File: src/fcs_pkg.sv
// package for the flash configuration/status register bank
// assumes a single aclk domain and an axi4-lite master on the far side
package fcs_pkg;

	// ---------------------------------------------------------------
	// register byte addresses
	// ---------------------------------------------------------------
	localparam logic [7:0] ADDR_PIN_DRIVE = 8'h00;
	localparam logic [7:0] ADDR_POWER_PROG = 8'h04;
	localparam logic [7:0] ADDR_QUAD_CFG = 8'h08;
	localparam logic [7:0] ADDR_COMMAND = 8'h0c;
	localparam logic [7:0] ADDR_PROG_ADDR = 8'h10;
	localparam logic [7:0] ADDR_BLOCK_LOCK = 8'h14;

	// ---------------------------------------------------------------
	// field positions
	// ---------------------------------------------------------------
	localparam int HOLD_RESET_SEL_BIT = 7;
	localparam int DRIVE_HI_BIT = 6;
	localparam int DRIVE_LO_BIT = 5;
	localparam int PROTECT_SCHEME_BIT = 2;
	localparam int SLEEP_DEPTH_BIT = 7;
	localparam int PROG_MODE_BIT = 6;
	localparam int FOUR_LINE_BIT = 1;
	localparam int CMD_OP_LO = 0;
	localparam int CMD_BLOCK_LO = 8;
	localparam int CMD_DATA_LO = 24;

	// ---------------------------------------------------------------
	// sizes and reset values
	// ---------------------------------------------------------------
	localparam int NUM_BLOCKS = 16;
	localparam int BLOCK_IDX_W = 4;
	localparam int PROG_ADDR_W = 24;
	localparam logic [7:0] PIN_DRIVE_RST = 8'h20;
	localparam logic [7:0] POWER_PROG_RST = 8'h00;
	localparam logic [7:0] QUAD_CFG_RST = 8'h00;
	localparam logic [NUM_BLOCKS-1:0] LOCKS_RST = 16'hffff;

	// ---------------------------------------------------------------
	// opcodes
	// ---------------------------------------------------------------
	localparam logic [7:0] OP_BLOCK_LOCK = 8'h36;
	localparam logic [7:0] OP_BLOCK_UNLOCK = 8'h39;
	localparam logic [7:0] OP_POWER_DOWN = 8'hb9;
	localparam logic [7:0] OP_ULTRA_DOWN = 8'h79;
	localparam logic [7:0] OP_WAKE = 8'hab;
	localparam logic [7:0] OP_SEQ_PROGRAM = 8'h5a;
	localparam logic [7:0] OP_SEQ_END = 8'h5b;

	// ---------------------------------------------------------------
	// drive level encodings and bus responses
	// ---------------------------------------------------------------
	localparam logic [1:0] DRV_RESERVED = 2'h0;
	localparam logic [1:0] DRV_FULL = 2'h1;
	localparam logic [1:0] DRV_TWO_THIRDS = 2'h2;
	localparam logic [1:0] DRV_ONE_THIRD = 2'h3;
	localparam logic [1:0] RESP_OKAY = 2'h0;
	localparam logic [1:0] RESP_SLVERR = 2'h2;

	typedef enum logic [1:0] {
		PWR_ACTIVE = 2'h0,
		PWR_DEEP = 2'h1,
		PWR_ULTRA = 2'h3
	} fcs_power_e;

	typedef struct packed {
		logic full;
		logic two_thirds;
		logic one_third;
		logic reserved;
	} fcs_drive_s;

	typedef struct packed {
		logic strobe;
		logic [PROG_ADDR_W-1:0] addr;
		logic [7:0] data;
	} fcs_prog_s;

endpackage

File: src/fcs_regs.sv
// flash configuration/status register bank with axi4-lite slave port
// assumes aclk at 20 mhz; the shared hold/reset pin arrives asynchronously
//
// Decided for this implementation: the register offsets and register access over AXI4-Lite.

// How it works
// - select bit 7 picks hold at 0 and reset at 1, default 0.
// - the role choice applies only while four-line enable is clear.
// - with four-line enable set the pin neither holds nor resets.
// - drive bits 6:5: 00 reserved, 01 full, 10 2/3, 11 1/3.
// - scheme select 0 protects by the first register's region bits.
// - scheme select 1 protects by per-block lock bits.
// - every lock bit is 1 after power-on and any device reset.
// - under block scheme 36h locks and 39h unlocks a block.
// - with sleep depth 0, b9h enters ultra sleep like 79h.
// - entering ultra sleep discards the sram buffer.
// - with sleep depth 1, b9h enters deep sleep and keeps the buffer.
// - only opcode abh or a pin reset ends either sleep state.
// - chip select activity alone never ends sleep.
// - a read-only flag shows byte/page versus sequential programming.
// - the program mode flag clears at power-up and every device reset.
// - in sequential mode only the first transfer uses the address.
module fcs_regs (
	// clock and reset
	input wire logic aclk,
	input wire logic aresetn,
	// axi4-lite write address
	input wire logic [7:0] s_axi_awaddr,
	input wire logic s_axi_awvalid,
	output logic s_axi_awready,
	// axi4-lite write data
	input wire logic [31:0] s_axi_wdata,
	input wire logic [3:0] s_axi_wstrb,
	input wire logic s_axi_wvalid,
	output logic s_axi_wready,
	// axi4-lite write response
	output logic [1:0] s_axi_bresp,
	output logic s_axi_bvalid,
	input wire logic s_axi_bready,
	// axi4-lite read address
	input wire logic [7:0] s_axi_araddr,
	input wire logic s_axi_arvalid,
	output logic s_axi_arready,
	// axi4-lite read data
	output logic [31:0] s_axi_rdata,
	output logic [1:0] s_axi_rresp,
	output logic s_axi_rvalid,
	input wire logic s_axi_rready,
	// shared hold/reset pin, active low at the pin
	input wire logic hold_reset_pin_n,
	output logic hold_active,
	output logic pin_reset_active,
	// array side controls
	output fcs_pkg::fcs_drive_s drive_level,
	output logic region_protect_en,
	output logic block_protect_en,
	output logic [fcs_pkg::NUM_BLOCKS-1:0] block_locked,
	output fcs_pkg::fcs_power_e power_state,
	output logic sram_retain,
	output logic sram_discard,
	output logic program_mode_flag,
	output fcs_pkg::fcs_prog_s prog_req
);

	// ---------------------------------------------------------------
	// decode helpers
	// ---------------------------------------------------------------
	function automatic fcs_pkg::fcs_drive_s drive_decode(input logic [1:0] f);
		fcs_pkg::fcs_drive_s d;
		d = '0;
		d.reserved = (f == fcs_pkg::DRV_RESERVED);
		d.full = (f == fcs_pkg::DRV_FULL);
		d.two_thirds = (f == fcs_pkg::DRV_TWO_THIRDS);
		d.one_third = (f == fcs_pkg::DRV_ONE_THIRD);
		return d;
	endfunction

	function automatic logic is_mapped(input logic [7:0] a);
		return (a == fcs_pkg::ADDR_PIN_DRIVE) ||
			(a == fcs_pkg::ADDR_POWER_PROG) ||
			(a == fcs_pkg::ADDR_QUAD_CFG) ||
			(a == fcs_pkg::ADDR_COMMAND) ||
			(a == fcs_pkg::ADDR_PROG_ADDR) ||
			(a == fcs_pkg::ADDR_BLOCK_LOCK);
	endfunction

	// ---------------------------------------------------------------
	// state
	// ---------------------------------------------------------------
	logic pin_meta_q;
	logic pin_sync_q;
	logic aw_have_q;
	logic w_have_q;
	logic [7:0] aw_addr_q;
	logic [31:0] w_data_q;
	logic [3:0] w_strb_q;
	logic bvalid_q;
	logic [1:0] bresp_q;
	logic rvalid_q;
	logic [31:0] rdata_q;
	logic [1:0] rresp_q;
	logic hold_reset_sel_q;
	logic [1:0] drive_field_q;
	logic protect_scheme_select_q;
	logic sleep_depth_select_q;
	logic four_line_enable_q;
	logic program_mode_flag_q;
	logic [fcs_pkg::NUM_BLOCKS-1:0] locks_q;
	fcs_pkg::fcs_power_e power_q;
	logic sram_discard_q;
	logic [fcs_pkg::PROG_ADDR_W-1:0] base_addr_q;
	logic [fcs_pkg::PROG_ADDR_W-1:0] next_addr_q;
	fcs_pkg::fcs_prog_s prog_q;

	logic wr_fire;
	logic pin_low;
	logic dev_reset;
	logic cmd_fire;
	logic [7:0] cmd_op;
	logic [fcs_pkg::BLOCK_IDX_W-1:0] cmd_block;
	logic [7:0] cmd_data;

	// ---------------------------------------------------------------
	// shared pin synchroniser and role
	// ---------------------------------------------------------------
	always_ff @(posedge aclk) begin
		if (!aresetn) begin
			pin_meta_q <= 1'b1;
			pin_sync_q <= 1'b1;
		end else begin
			pin_meta_q <= hold_reset_pin_n;
			pin_sync_q <= pin_meta_q;
		end
	end

	assign pin_low = ~pin_sync_q;
	// in four-line mode the pin is data only, so neither role may fire
	assign hold_active = pin_low & ~four_line_enable_q & ~hold_reset_sel_q;
	assign pin_reset_active = pin_low & ~four_line_enable_q & hold_reset_sel_q;
	// a pin reset re-initialises volatile state but not the config registers
	assign dev_reset = pin_reset_active;

	// ---------------------------------------------------------------
	// axi4-lite write channel
	// ---------------------------------------------------------------
	assign s_axi_awready = ~aw_have_q & ~bvalid_q;
	assign s_axi_wready = ~w_have_q & ~bvalid_q;
	assign wr_fire = aw_have_q & w_have_q & ~bvalid_q;

	always_ff @(posedge aclk) begin
		if (!aresetn) begin
			aw_have_q <= 1'b0;
			aw_addr_q <= 8'h00;
		end else if (s_axi_awvalid && s_axi_awready) begin
			aw_have_q <= 1'b1;
			aw_addr_q <= s_axi_awaddr;
		end else if (wr_fire) begin
			aw_have_q <= 1'b0;
		end
	end

	always_ff @(posedge aclk) begin
		if (!aresetn) begin
			w_have_q <= 1'b0;
			w_data_q <= 32'h0000_0000;
			w_strb_q <= 4'h0;
		end else if (s_axi_wvalid && s_axi_wready) begin
			w_have_q <= 1'b1;
			w_data_q <= s_axi_wdata;
			w_strb_q <= s_axi_wstrb;
		end else if (wr_fire) begin
			w_have_q <= 1'b0;
		end
	end

	always_ff @(posedge aclk) begin
		if (!aresetn) begin
			bvalid_q <= 1'b0;
			bresp_q <= fcs_pkg::RESP_OKAY;
		end else if (wr_fire) begin
			bvalid_q <= 1'b1;
			bresp_q <= is_mapped(aw_addr_q) ? fcs_pkg::RESP_OKAY :
				fcs_pkg::RESP_SLVERR;
		end else if (s_axi_bready) begin
			bvalid_q <= 1'b0;
		end
	end

	assign s_axi_bvalid = bvalid_q;
	assign s_axi_bresp = bresp_q;

	// ---------------------------------------------------------------
	// configuration registers
	// ---------------------------------------------------------------
	// only the documented fields are stored; reserved bits have no flop
	always_ff @(posedge aclk) begin
		if (!aresetn) begin
			hold_reset_sel_q <= fcs_pkg::PIN_DRIVE_RST[fcs_pkg::HOLD_RESET_SEL_BIT];
			drive_field_q <= fcs_pkg::PIN_DRIVE_RST[fcs_pkg::DRIVE_HI_BIT:fcs_pkg::DRIVE_LO_BIT];
			protect_scheme_select_q <= fcs_pkg::PIN_DRIVE_RST[fcs_pkg::PROTECT_SCHEME_BIT];
		end else if (wr_fire && w_strb_q[0] &&
				aw_addr_q == fcs_pkg::ADDR_PIN_DRIVE) begin
			hold_reset_sel_q <= w_data_q[fcs_pkg::HOLD_RESET_SEL_BIT];
			drive_field_q <= w_data_q[fcs_pkg::DRIVE_HI_BIT:fcs_pkg::DRIVE_LO_BIT];
			protect_scheme_select_q <= w_data_q[fcs_pkg::PROTECT_SCHEME_BIT];
		end
	end

	always_ff @(posedge aclk) begin
		if (!aresetn) begin
			sleep_depth_select_q <= fcs_pkg::POWER_PROG_RST[fcs_pkg::SLEEP_DEPTH_BIT];
		end else if (wr_fire && w_strb_q[0] &&
				aw_addr_q == fcs_pkg::ADDR_POWER_PROG) begin
			// the program mode bit is read-only and ignores this write
			sleep_depth_select_q <= w_data_q[fcs_pkg::SLEEP_DEPTH_BIT];
		end
	end

	always_ff @(posedge aclk) begin
		if (!aresetn) begin
			four_line_enable_q <= fcs_pkg::QUAD_CFG_RST[fcs_pkg::FOUR_LINE_BIT];
		end else if (wr_fire && w_strb_q[0] &&
				aw_addr_q == fcs_pkg::ADDR_QUAD_CFG) begin
			four_line_enable_q <= w_data_q[fcs_pkg::FOUR_LINE_BIT];
		end
	end

	always_ff @(posedge aclk) begin
		if (!aresetn) begin
			base_addr_q <= '0;
		end else if (wr_fire && w_strb_q[0] &&
				aw_addr_q == fcs_pkg::ADDR_PROG_ADDR) begin
			base_addr_q <= w_data_q[fcs_pkg::PROG_ADDR_W-1:0];
		end
	end

	// ---------------------------------------------------------------
	// command decode
	// ---------------------------------------------------------------
	assign cmd_fire = wr_fire && w_strb_q[0] &&
		aw_addr_q == fcs_pkg::ADDR_COMMAND;
	assign cmd_op = w_data_q[fcs_pkg::CMD_OP_LO +: 8];
	assign cmd_block = w_data_q[fcs_pkg::CMD_BLOCK_LO +: fcs_pkg::BLOCK_IDX_W];
	assign cmd_data = w_data_q[fcs_pkg::CMD_DATA_LO +: 8];

	// ---------------------------------------------------------------
	// power-down state
	// ---------------------------------------------------------------
	// exit needs the wake opcode or a pin reset; there is deliberately no chip select path
	always_ff @(posedge aclk) begin
		if (!aresetn || dev_reset) begin
			power_q <= fcs_pkg::PWR_ACTIVE;
		end else if (cmd_fire) begin
			case (power_q)
				fcs_pkg::PWR_ACTIVE: begin
					if (cmd_op == fcs_pkg::OP_ULTRA_DOWN)
						power_q <= fcs_pkg::PWR_ULTRA;
					else if (cmd_op == fcs_pkg::OP_POWER_DOWN)
						power_q <= sleep_depth_select_q ? fcs_pkg::PWR_DEEP :
							fcs_pkg::PWR_ULTRA;
				end
				fcs_pkg::PWR_DEEP, fcs_pkg::PWR_ULTRA: begin
					if (cmd_op == fcs_pkg::OP_WAKE)
						power_q <= fcs_pkg::PWR_ACTIVE;
				end
				default: power_q <= fcs_pkg::PWR_ACTIVE;
			endcase
		end
	end

	// one-cycle pulse telling the buffer to drop its contents
	always_ff @(posedge aclk) begin
		if (!aresetn) begin
			sram_discard_q <= 1'b0;
		end else begin
			sram_discard_q <= cmd_fire && power_q == fcs_pkg::PWR_ACTIVE &&
				(cmd_op == fcs_pkg::OP_ULTRA_DOWN ||
				(cmd_op == fcs_pkg::OP_POWER_DOWN &&
				!sleep_depth_select_q));
		end
	end

	assign power_state = power_q;
	assign sram_retain = power_q != fcs_pkg::PWR_ULTRA;
	assign sram_discard = sram_discard_q;

	// ---------------------------------------------------------------
	// per-block locks
	// ---------------------------------------------------------------
	genvar gi;
	generate
		for (gi = 0; gi < fcs_pkg::NUM_BLOCKS; gi++) begin : g_lock
			always_ff @(posedge aclk) begin
				if (!aresetn || dev_reset) begin
					locks_q[gi] <= fcs_pkg::LOCKS_RST[gi];
				end else if (cmd_fire && protect_scheme_select_q &&
						power_q == fcs_pkg::PWR_ACTIVE &&
						cmd_block == fcs_pkg::BLOCK_IDX_W'(gi)) begin
					if (cmd_op == fcs_pkg::OP_BLOCK_LOCK)
						locks_q[gi] <= 1'b1;
					else if (cmd_op == fcs_pkg::OP_BLOCK_UNLOCK)
						locks_q[gi] <= 1'b0;
				end
			end
		end
	endgenerate

	assign region_protect_en = ~protect_scheme_select_q;
	assign block_protect_en = protect_scheme_select_q;
	assign block_locked = locks_q;
	assign drive_level = drive_decode(drive_field_q);

	// ---------------------------------------------------------------
	// sequential programming
	// ---------------------------------------------------------------
	always_ff @(posedge aclk) begin
		if (!aresetn || dev_reset) begin
			program_mode_flag_q <= 1'b0;
			next_addr_q <= '0;
			prog_q <= '0;
		end else begin
			prog_q.strobe <= 1'b0;
			if (cmd_fire && power_q == fcs_pkg::PWR_ACTIVE) begin
				if (cmd_op == fcs_pkg::OP_SEQ_PROGRAM) begin
					program_mode_flag_q <= 1'b1;
					prog_q.strobe <= 1'b1;
					prog_q.data <= cmd_data;
					// first transfer takes the address, later ones continue
					prog_q.addr <= program_mode_flag_q ? next_addr_q :
						base_addr_q;
					next_addr_q <= (program_mode_flag_q ? next_addr_q :
						base_addr_q) + 1'b1;
				end else if (cmd_op == fcs_pkg::OP_SEQ_END) begin
					program_mode_flag_q <= 1'b0;
				end
			end
		end
	end

	assign program_mode_flag = program_mode_flag_q;
	assign prog_req = prog_q;

	// ---------------------------------------------------------------
	// axi4-lite read channel
	// ---------------------------------------------------------------
	assign s_axi_arready = ~rvalid_q;

	always_ff @(posedge aclk) begin
		if (!aresetn) begin
			rvalid_q <= 1'b0;
			rdata_q <= 32'h0000_0000;
			rresp_q <= fcs_pkg::RESP_OKAY;
		end else if (s_axi_arvalid && s_axi_arready) begin
			rvalid_q <= 1'b1;
			rresp_q <= is_mapped(s_axi_araddr) ? fcs_pkg::RESP_OKAY :
				fcs_pkg::RESP_SLVERR;
			rdata_q <= 32'h0000_0000;
			case (s_axi_araddr)
				fcs_pkg::ADDR_PIN_DRIVE: begin
					rdata_q[fcs_pkg::HOLD_RESET_SEL_BIT] <= hold_reset_sel_q;
					rdata_q[fcs_pkg::DRIVE_HI_BIT:fcs_pkg::DRIVE_LO_BIT] <=
						drive_field_q;
					rdata_q[fcs_pkg::PROTECT_SCHEME_BIT] <= protect_scheme_select_q;
				end
				fcs_pkg::ADDR_POWER_PROG: begin
					rdata_q[fcs_pkg::SLEEP_DEPTH_BIT] <= sleep_depth_select_q;
					rdata_q[fcs_pkg::PROG_MODE_BIT] <= program_mode_flag_q;
				end
				fcs_pkg::ADDR_QUAD_CFG:
					rdata_q[fcs_pkg::FOUR_LINE_BIT] <= four_line_enable_q;
				fcs_pkg::ADDR_COMMAND:
					rdata_q[1:0] <= power_q;
				fcs_pkg::ADDR_PROG_ADDR:
					rdata_q[fcs_pkg::PROG_ADDR_W-1:0] <= program_mode_flag_q ?
						next_addr_q : base_addr_q;
				fcs_pkg::ADDR_BLOCK_LOCK:
					rdata_q[fcs_pkg::NUM_BLOCKS-1:0] <= locks_q;
				default: rdata_q <= 32'h0000_0000;
			endcase
		end else if (s_axi_rready) begin
			rvalid_q <= 1'b0;
		end
	end

	assign s_axi_rvalid = rvalid_q;
	assign s_axi_rdata = rdata_q;
	assign s_axi_rresp = rresp_q;

endmodule

File: config.mk
export PLATFORM = sky130hd
export DESIGN_NAME = fcs_regs
export DESIGN_NICKNAME = d
export VERILOG_FILES = /design/src/fcs_pkg.sv /design/src/fcs_regs.sv
export SDC_FILE = /design/constraint.sdc
export NUM_CORES = 1
export LEC_CHECK = 0
export BUFFER_PORTS_ARGS = -buffer_cell sky130_fd_sc_hd__buf_2
export CORE_ASPECT_RATIO = 0.5
export CORE_MARGIN = 2
export CORE_UTILIZATION = 52
export CTS_CLUSTER_DIAMETER = 150
export DETAILED_ROUTE_END_ITERATION = 8
export HOLD_SLACK_MARGIN = 0.08
export PLACE_DENSITY = 0.76
export SKIP_CTS_REPAIR_TIMING = 1
export SLEW_MARGIN = 20
export SYNTH_ARGS = -nofsm -noshare
export SYNTH_HDL_FRONTEND = slang
export SYNTH_SLANG_ARGS = --single-unit
export TNS_END_PERCENT = 20
File: constraint.sdc
create_clock -name aclk -period 6.8 [get_ports aclk]
set_input_delay 1.7 -clock aclk [delete_from_list [all_inputs] [get_ports aclk]]
set_output_delay 1.7 -clock aclk [all_outputs]
set_load 0.05 [all_outputs]
==> reports/qor.csv <==
metric,value,unit
outcome,completed,
Worst Setup Start Kind,register,
max-cap viol count,0,
type of the worst setup path,register to primary output,
Setup-failing EPs final,0,
R2R depth,10,
Slew @ Worst Pin,1.02,ns
root buffer cell,clkbuf_16,
P_leak,0.00378,uW
setup_tns,0,ns
Ys Warns,0,
Yosys cell types,57,
CTS Sinks,180,
pwr dens,233,nW/um^2
Clock transition at path regs,0.08,ns
RSZ-0062 raised after global routing,false,
Filler Cells Inserted,1363,
"count leader, synth",nand2_1,
FF-to-FF Start,program_mode_flag,
largest area contributor in the netlist,dfxtp_1,
largest net degree at the start of global routing,107,
DIE HEIGHT,93.3,um
# port buffers,149,
full die area,17100,um^2
main flop type after synthesis,dfxtp_1,
Cells after Synth,980,
Die Span X,183,um
crit path capture,pin_reset_active,
# diodes,0,
"Clk Latency, worst-skew pair",0.43,ns
DR vias,7394,
CTS tree,built,
met2 wire length,9490,um
clk_skew,0.0153,ns
initial core utilization,0.536,
IO Count,163,
wl on met1,10800,um
GPL Wtd Cong,0.862,
FP Rows,32,
NumNets Final,1153,
Synth area leaders,"dfxtp_1, nand2_1, mux2i_1",
wire per inst,17.0,um
Critical Path AT,1.83,ns
final core occ,0.622,
crit end category,primary output,
Hold Fails Final Rpt,0,
Met3 Wirelength,1600,um
Period minus WS final,3.53,ns
reg-to-reg endpoint,next_addr_q[16],
TritonCTS Buffers,17,
# DRC,0,
uppermost layer routed,met4,
Synth top area share,0.434,
P&R area growth vs syn,16.1,%
Post-DP HPWL,15400,um
Post-synth EDFFs,0,
grt ovf,0,
Worst VDD drop,209,uV
post-synthesis cell area,8300,um^2
antenna violation net count after detailed routing,0,
core area,15500,um^2
Synth top cells by count,"nand2_1, dfxtp_1, a21oi_1",
Post-Route WL,22300,um
multi-input combinational cell area,4350,um^2
Relative slew margins,0.321,
mean post-synth cell area,8.47,um^2
H-tree Lvls,4,
fin crit share,0.519,
WP data required,5.10,ns
1st-iter DRT viols,677,
register bit total from synthesis,180,
"Max FO, Critical Path",4,
first-pass GRT wire length,35800,um
initial antenna violation count,0,
WHS,0.412,ns
layout cell share with drive strength beyond 1,0.205,
ys async rst share,0,
Via density,5.65,
Slew Limit Fails,0,
Worst Hold Class,register to register,
Worst Setup SP,hold_reset_sel_q,
max frequency,0.284,GHz
Pre-antenna DRT Iters,5,
Sequential Area,3600,um^2
maximum root-to-sink buffer count,2,
Reg2Reg Setup Slack,3.64,ns
GRT Total Usage,0.266,
vias in the first global route,6932,
sequential share of the synthesized area,0.434,
==> report_power, final <==
part | switching, uW | internal (uW)
registers | 24.9 | 1080
clock network | 474 | 497
logic | 117 | 54.4
==> cell usage in the layout, fill, tap and decap left out, drive strengths merged, types with 3 or more instances in the layout <==
cell / n
nand2b: 10
o21ai: 20
nor3: 17
nand4b: 10
clkinv: 3
or4: 3
nor4: 7
clkinvlp: 3
xor2: 4
or3: 3
buf: 159
nor2: 61
nand3: 36
xnor2: 12
clkbuf: 18
dfxtp: 180
nand2: 199
and3: 4
a21boi: 53
a211oi: 5
nor3b: 12
inv: 18
nand4: 13
and2: 10
a221oi: 11
a22oi: 15
nand3b: 11
nor2b: 42
conb: 10
mux2: 20
a21oi: 61
mux2i: 52
==> kinds of logic after synthesis <==
family                   synth area share
XOR/XNOR                           0.0169
AO/OA/AOI/OAI                       0.140
adder cells (fa/ha/maj)           0.00151
buffers and inverters              0.0490
multiplexers                       0.0953
AND/OR/NAND/NOR                     0.263
flip-flops                          0.434
other                            0.000452
==> sequential cells by signal (all words and copies together), names as in the netlist, 2 cells and up <==
register,flops
power_state,2
block_locked,16
base_addr_q,24
w_data_q,32
aw_addr_q,8
s_axi_rdata,24
next_addr_q,24
drive_field_q,2
prog_req,33
==> layer usage <==
layer  global-route usage  up-vias
met5                    0        -
met2                0.406      317
met3               0.0491       33
li1                     -     3597
met1                0.384     3447
met4               0.0773        0
==> final cells by class <==
class                      instances  area share
multi-input combinational        724       0.451
clock buffer                      18      0.0456
inverter                          10     0.00389
clock inverter                    14      0.0141
tap                              204      0.0265
sequential                       180       0.374
timing repair buffer             159      0.0851
==> worst min path at each step <==
| stage | startpoint | end | slack, ns | depth (start not counted) |
|---|---|---|---|---|
| finish | pin_meta_q | pin_sync_q | 0.41 | 1 |
| global route | pin_meta_q | pin_sync_q | 0.45 | 1 |
| CTS | pin_meta_q | pin_sync_q | 0.42 | 1 |
| detailed placement | pin_meta_q | pin_sync_q | 0.40 | 1 |
| global placement | pin_meta_q | pin_sync_q | 0.39 | 1 |
| floorplan | pin_meta_q | pin_sync_q | 0.39 | 1 |
==> metrics by stage <==
| stage | instance area (um^2) | total power [uW] | std cells | worst slack, ns |
|---|---|---|---|---|
| after floorplan | 8330 | 1250 | 989 | 3.51 |
| after global placement | 9060 | 1290 | 1277 | 2.93 |
| after detailed placement | 9060 | 1300 | 1277 | 2.88 |
| after CTS | 9640 | 2250 | 1309 | 3.29 |
| after global routing | 9640 | 2320 | 1309 | 3.10 |
| final | 9640 | 2240 | 1309 | 3.27 |
==> worst max-delay path: stages (launching register included) <==
cell and delay [ns]:
dfxtp_1 0.38, nor3b_1 0.63, buf_2 0.39
No activity file was read; power rests on OpenSTA's default activity.
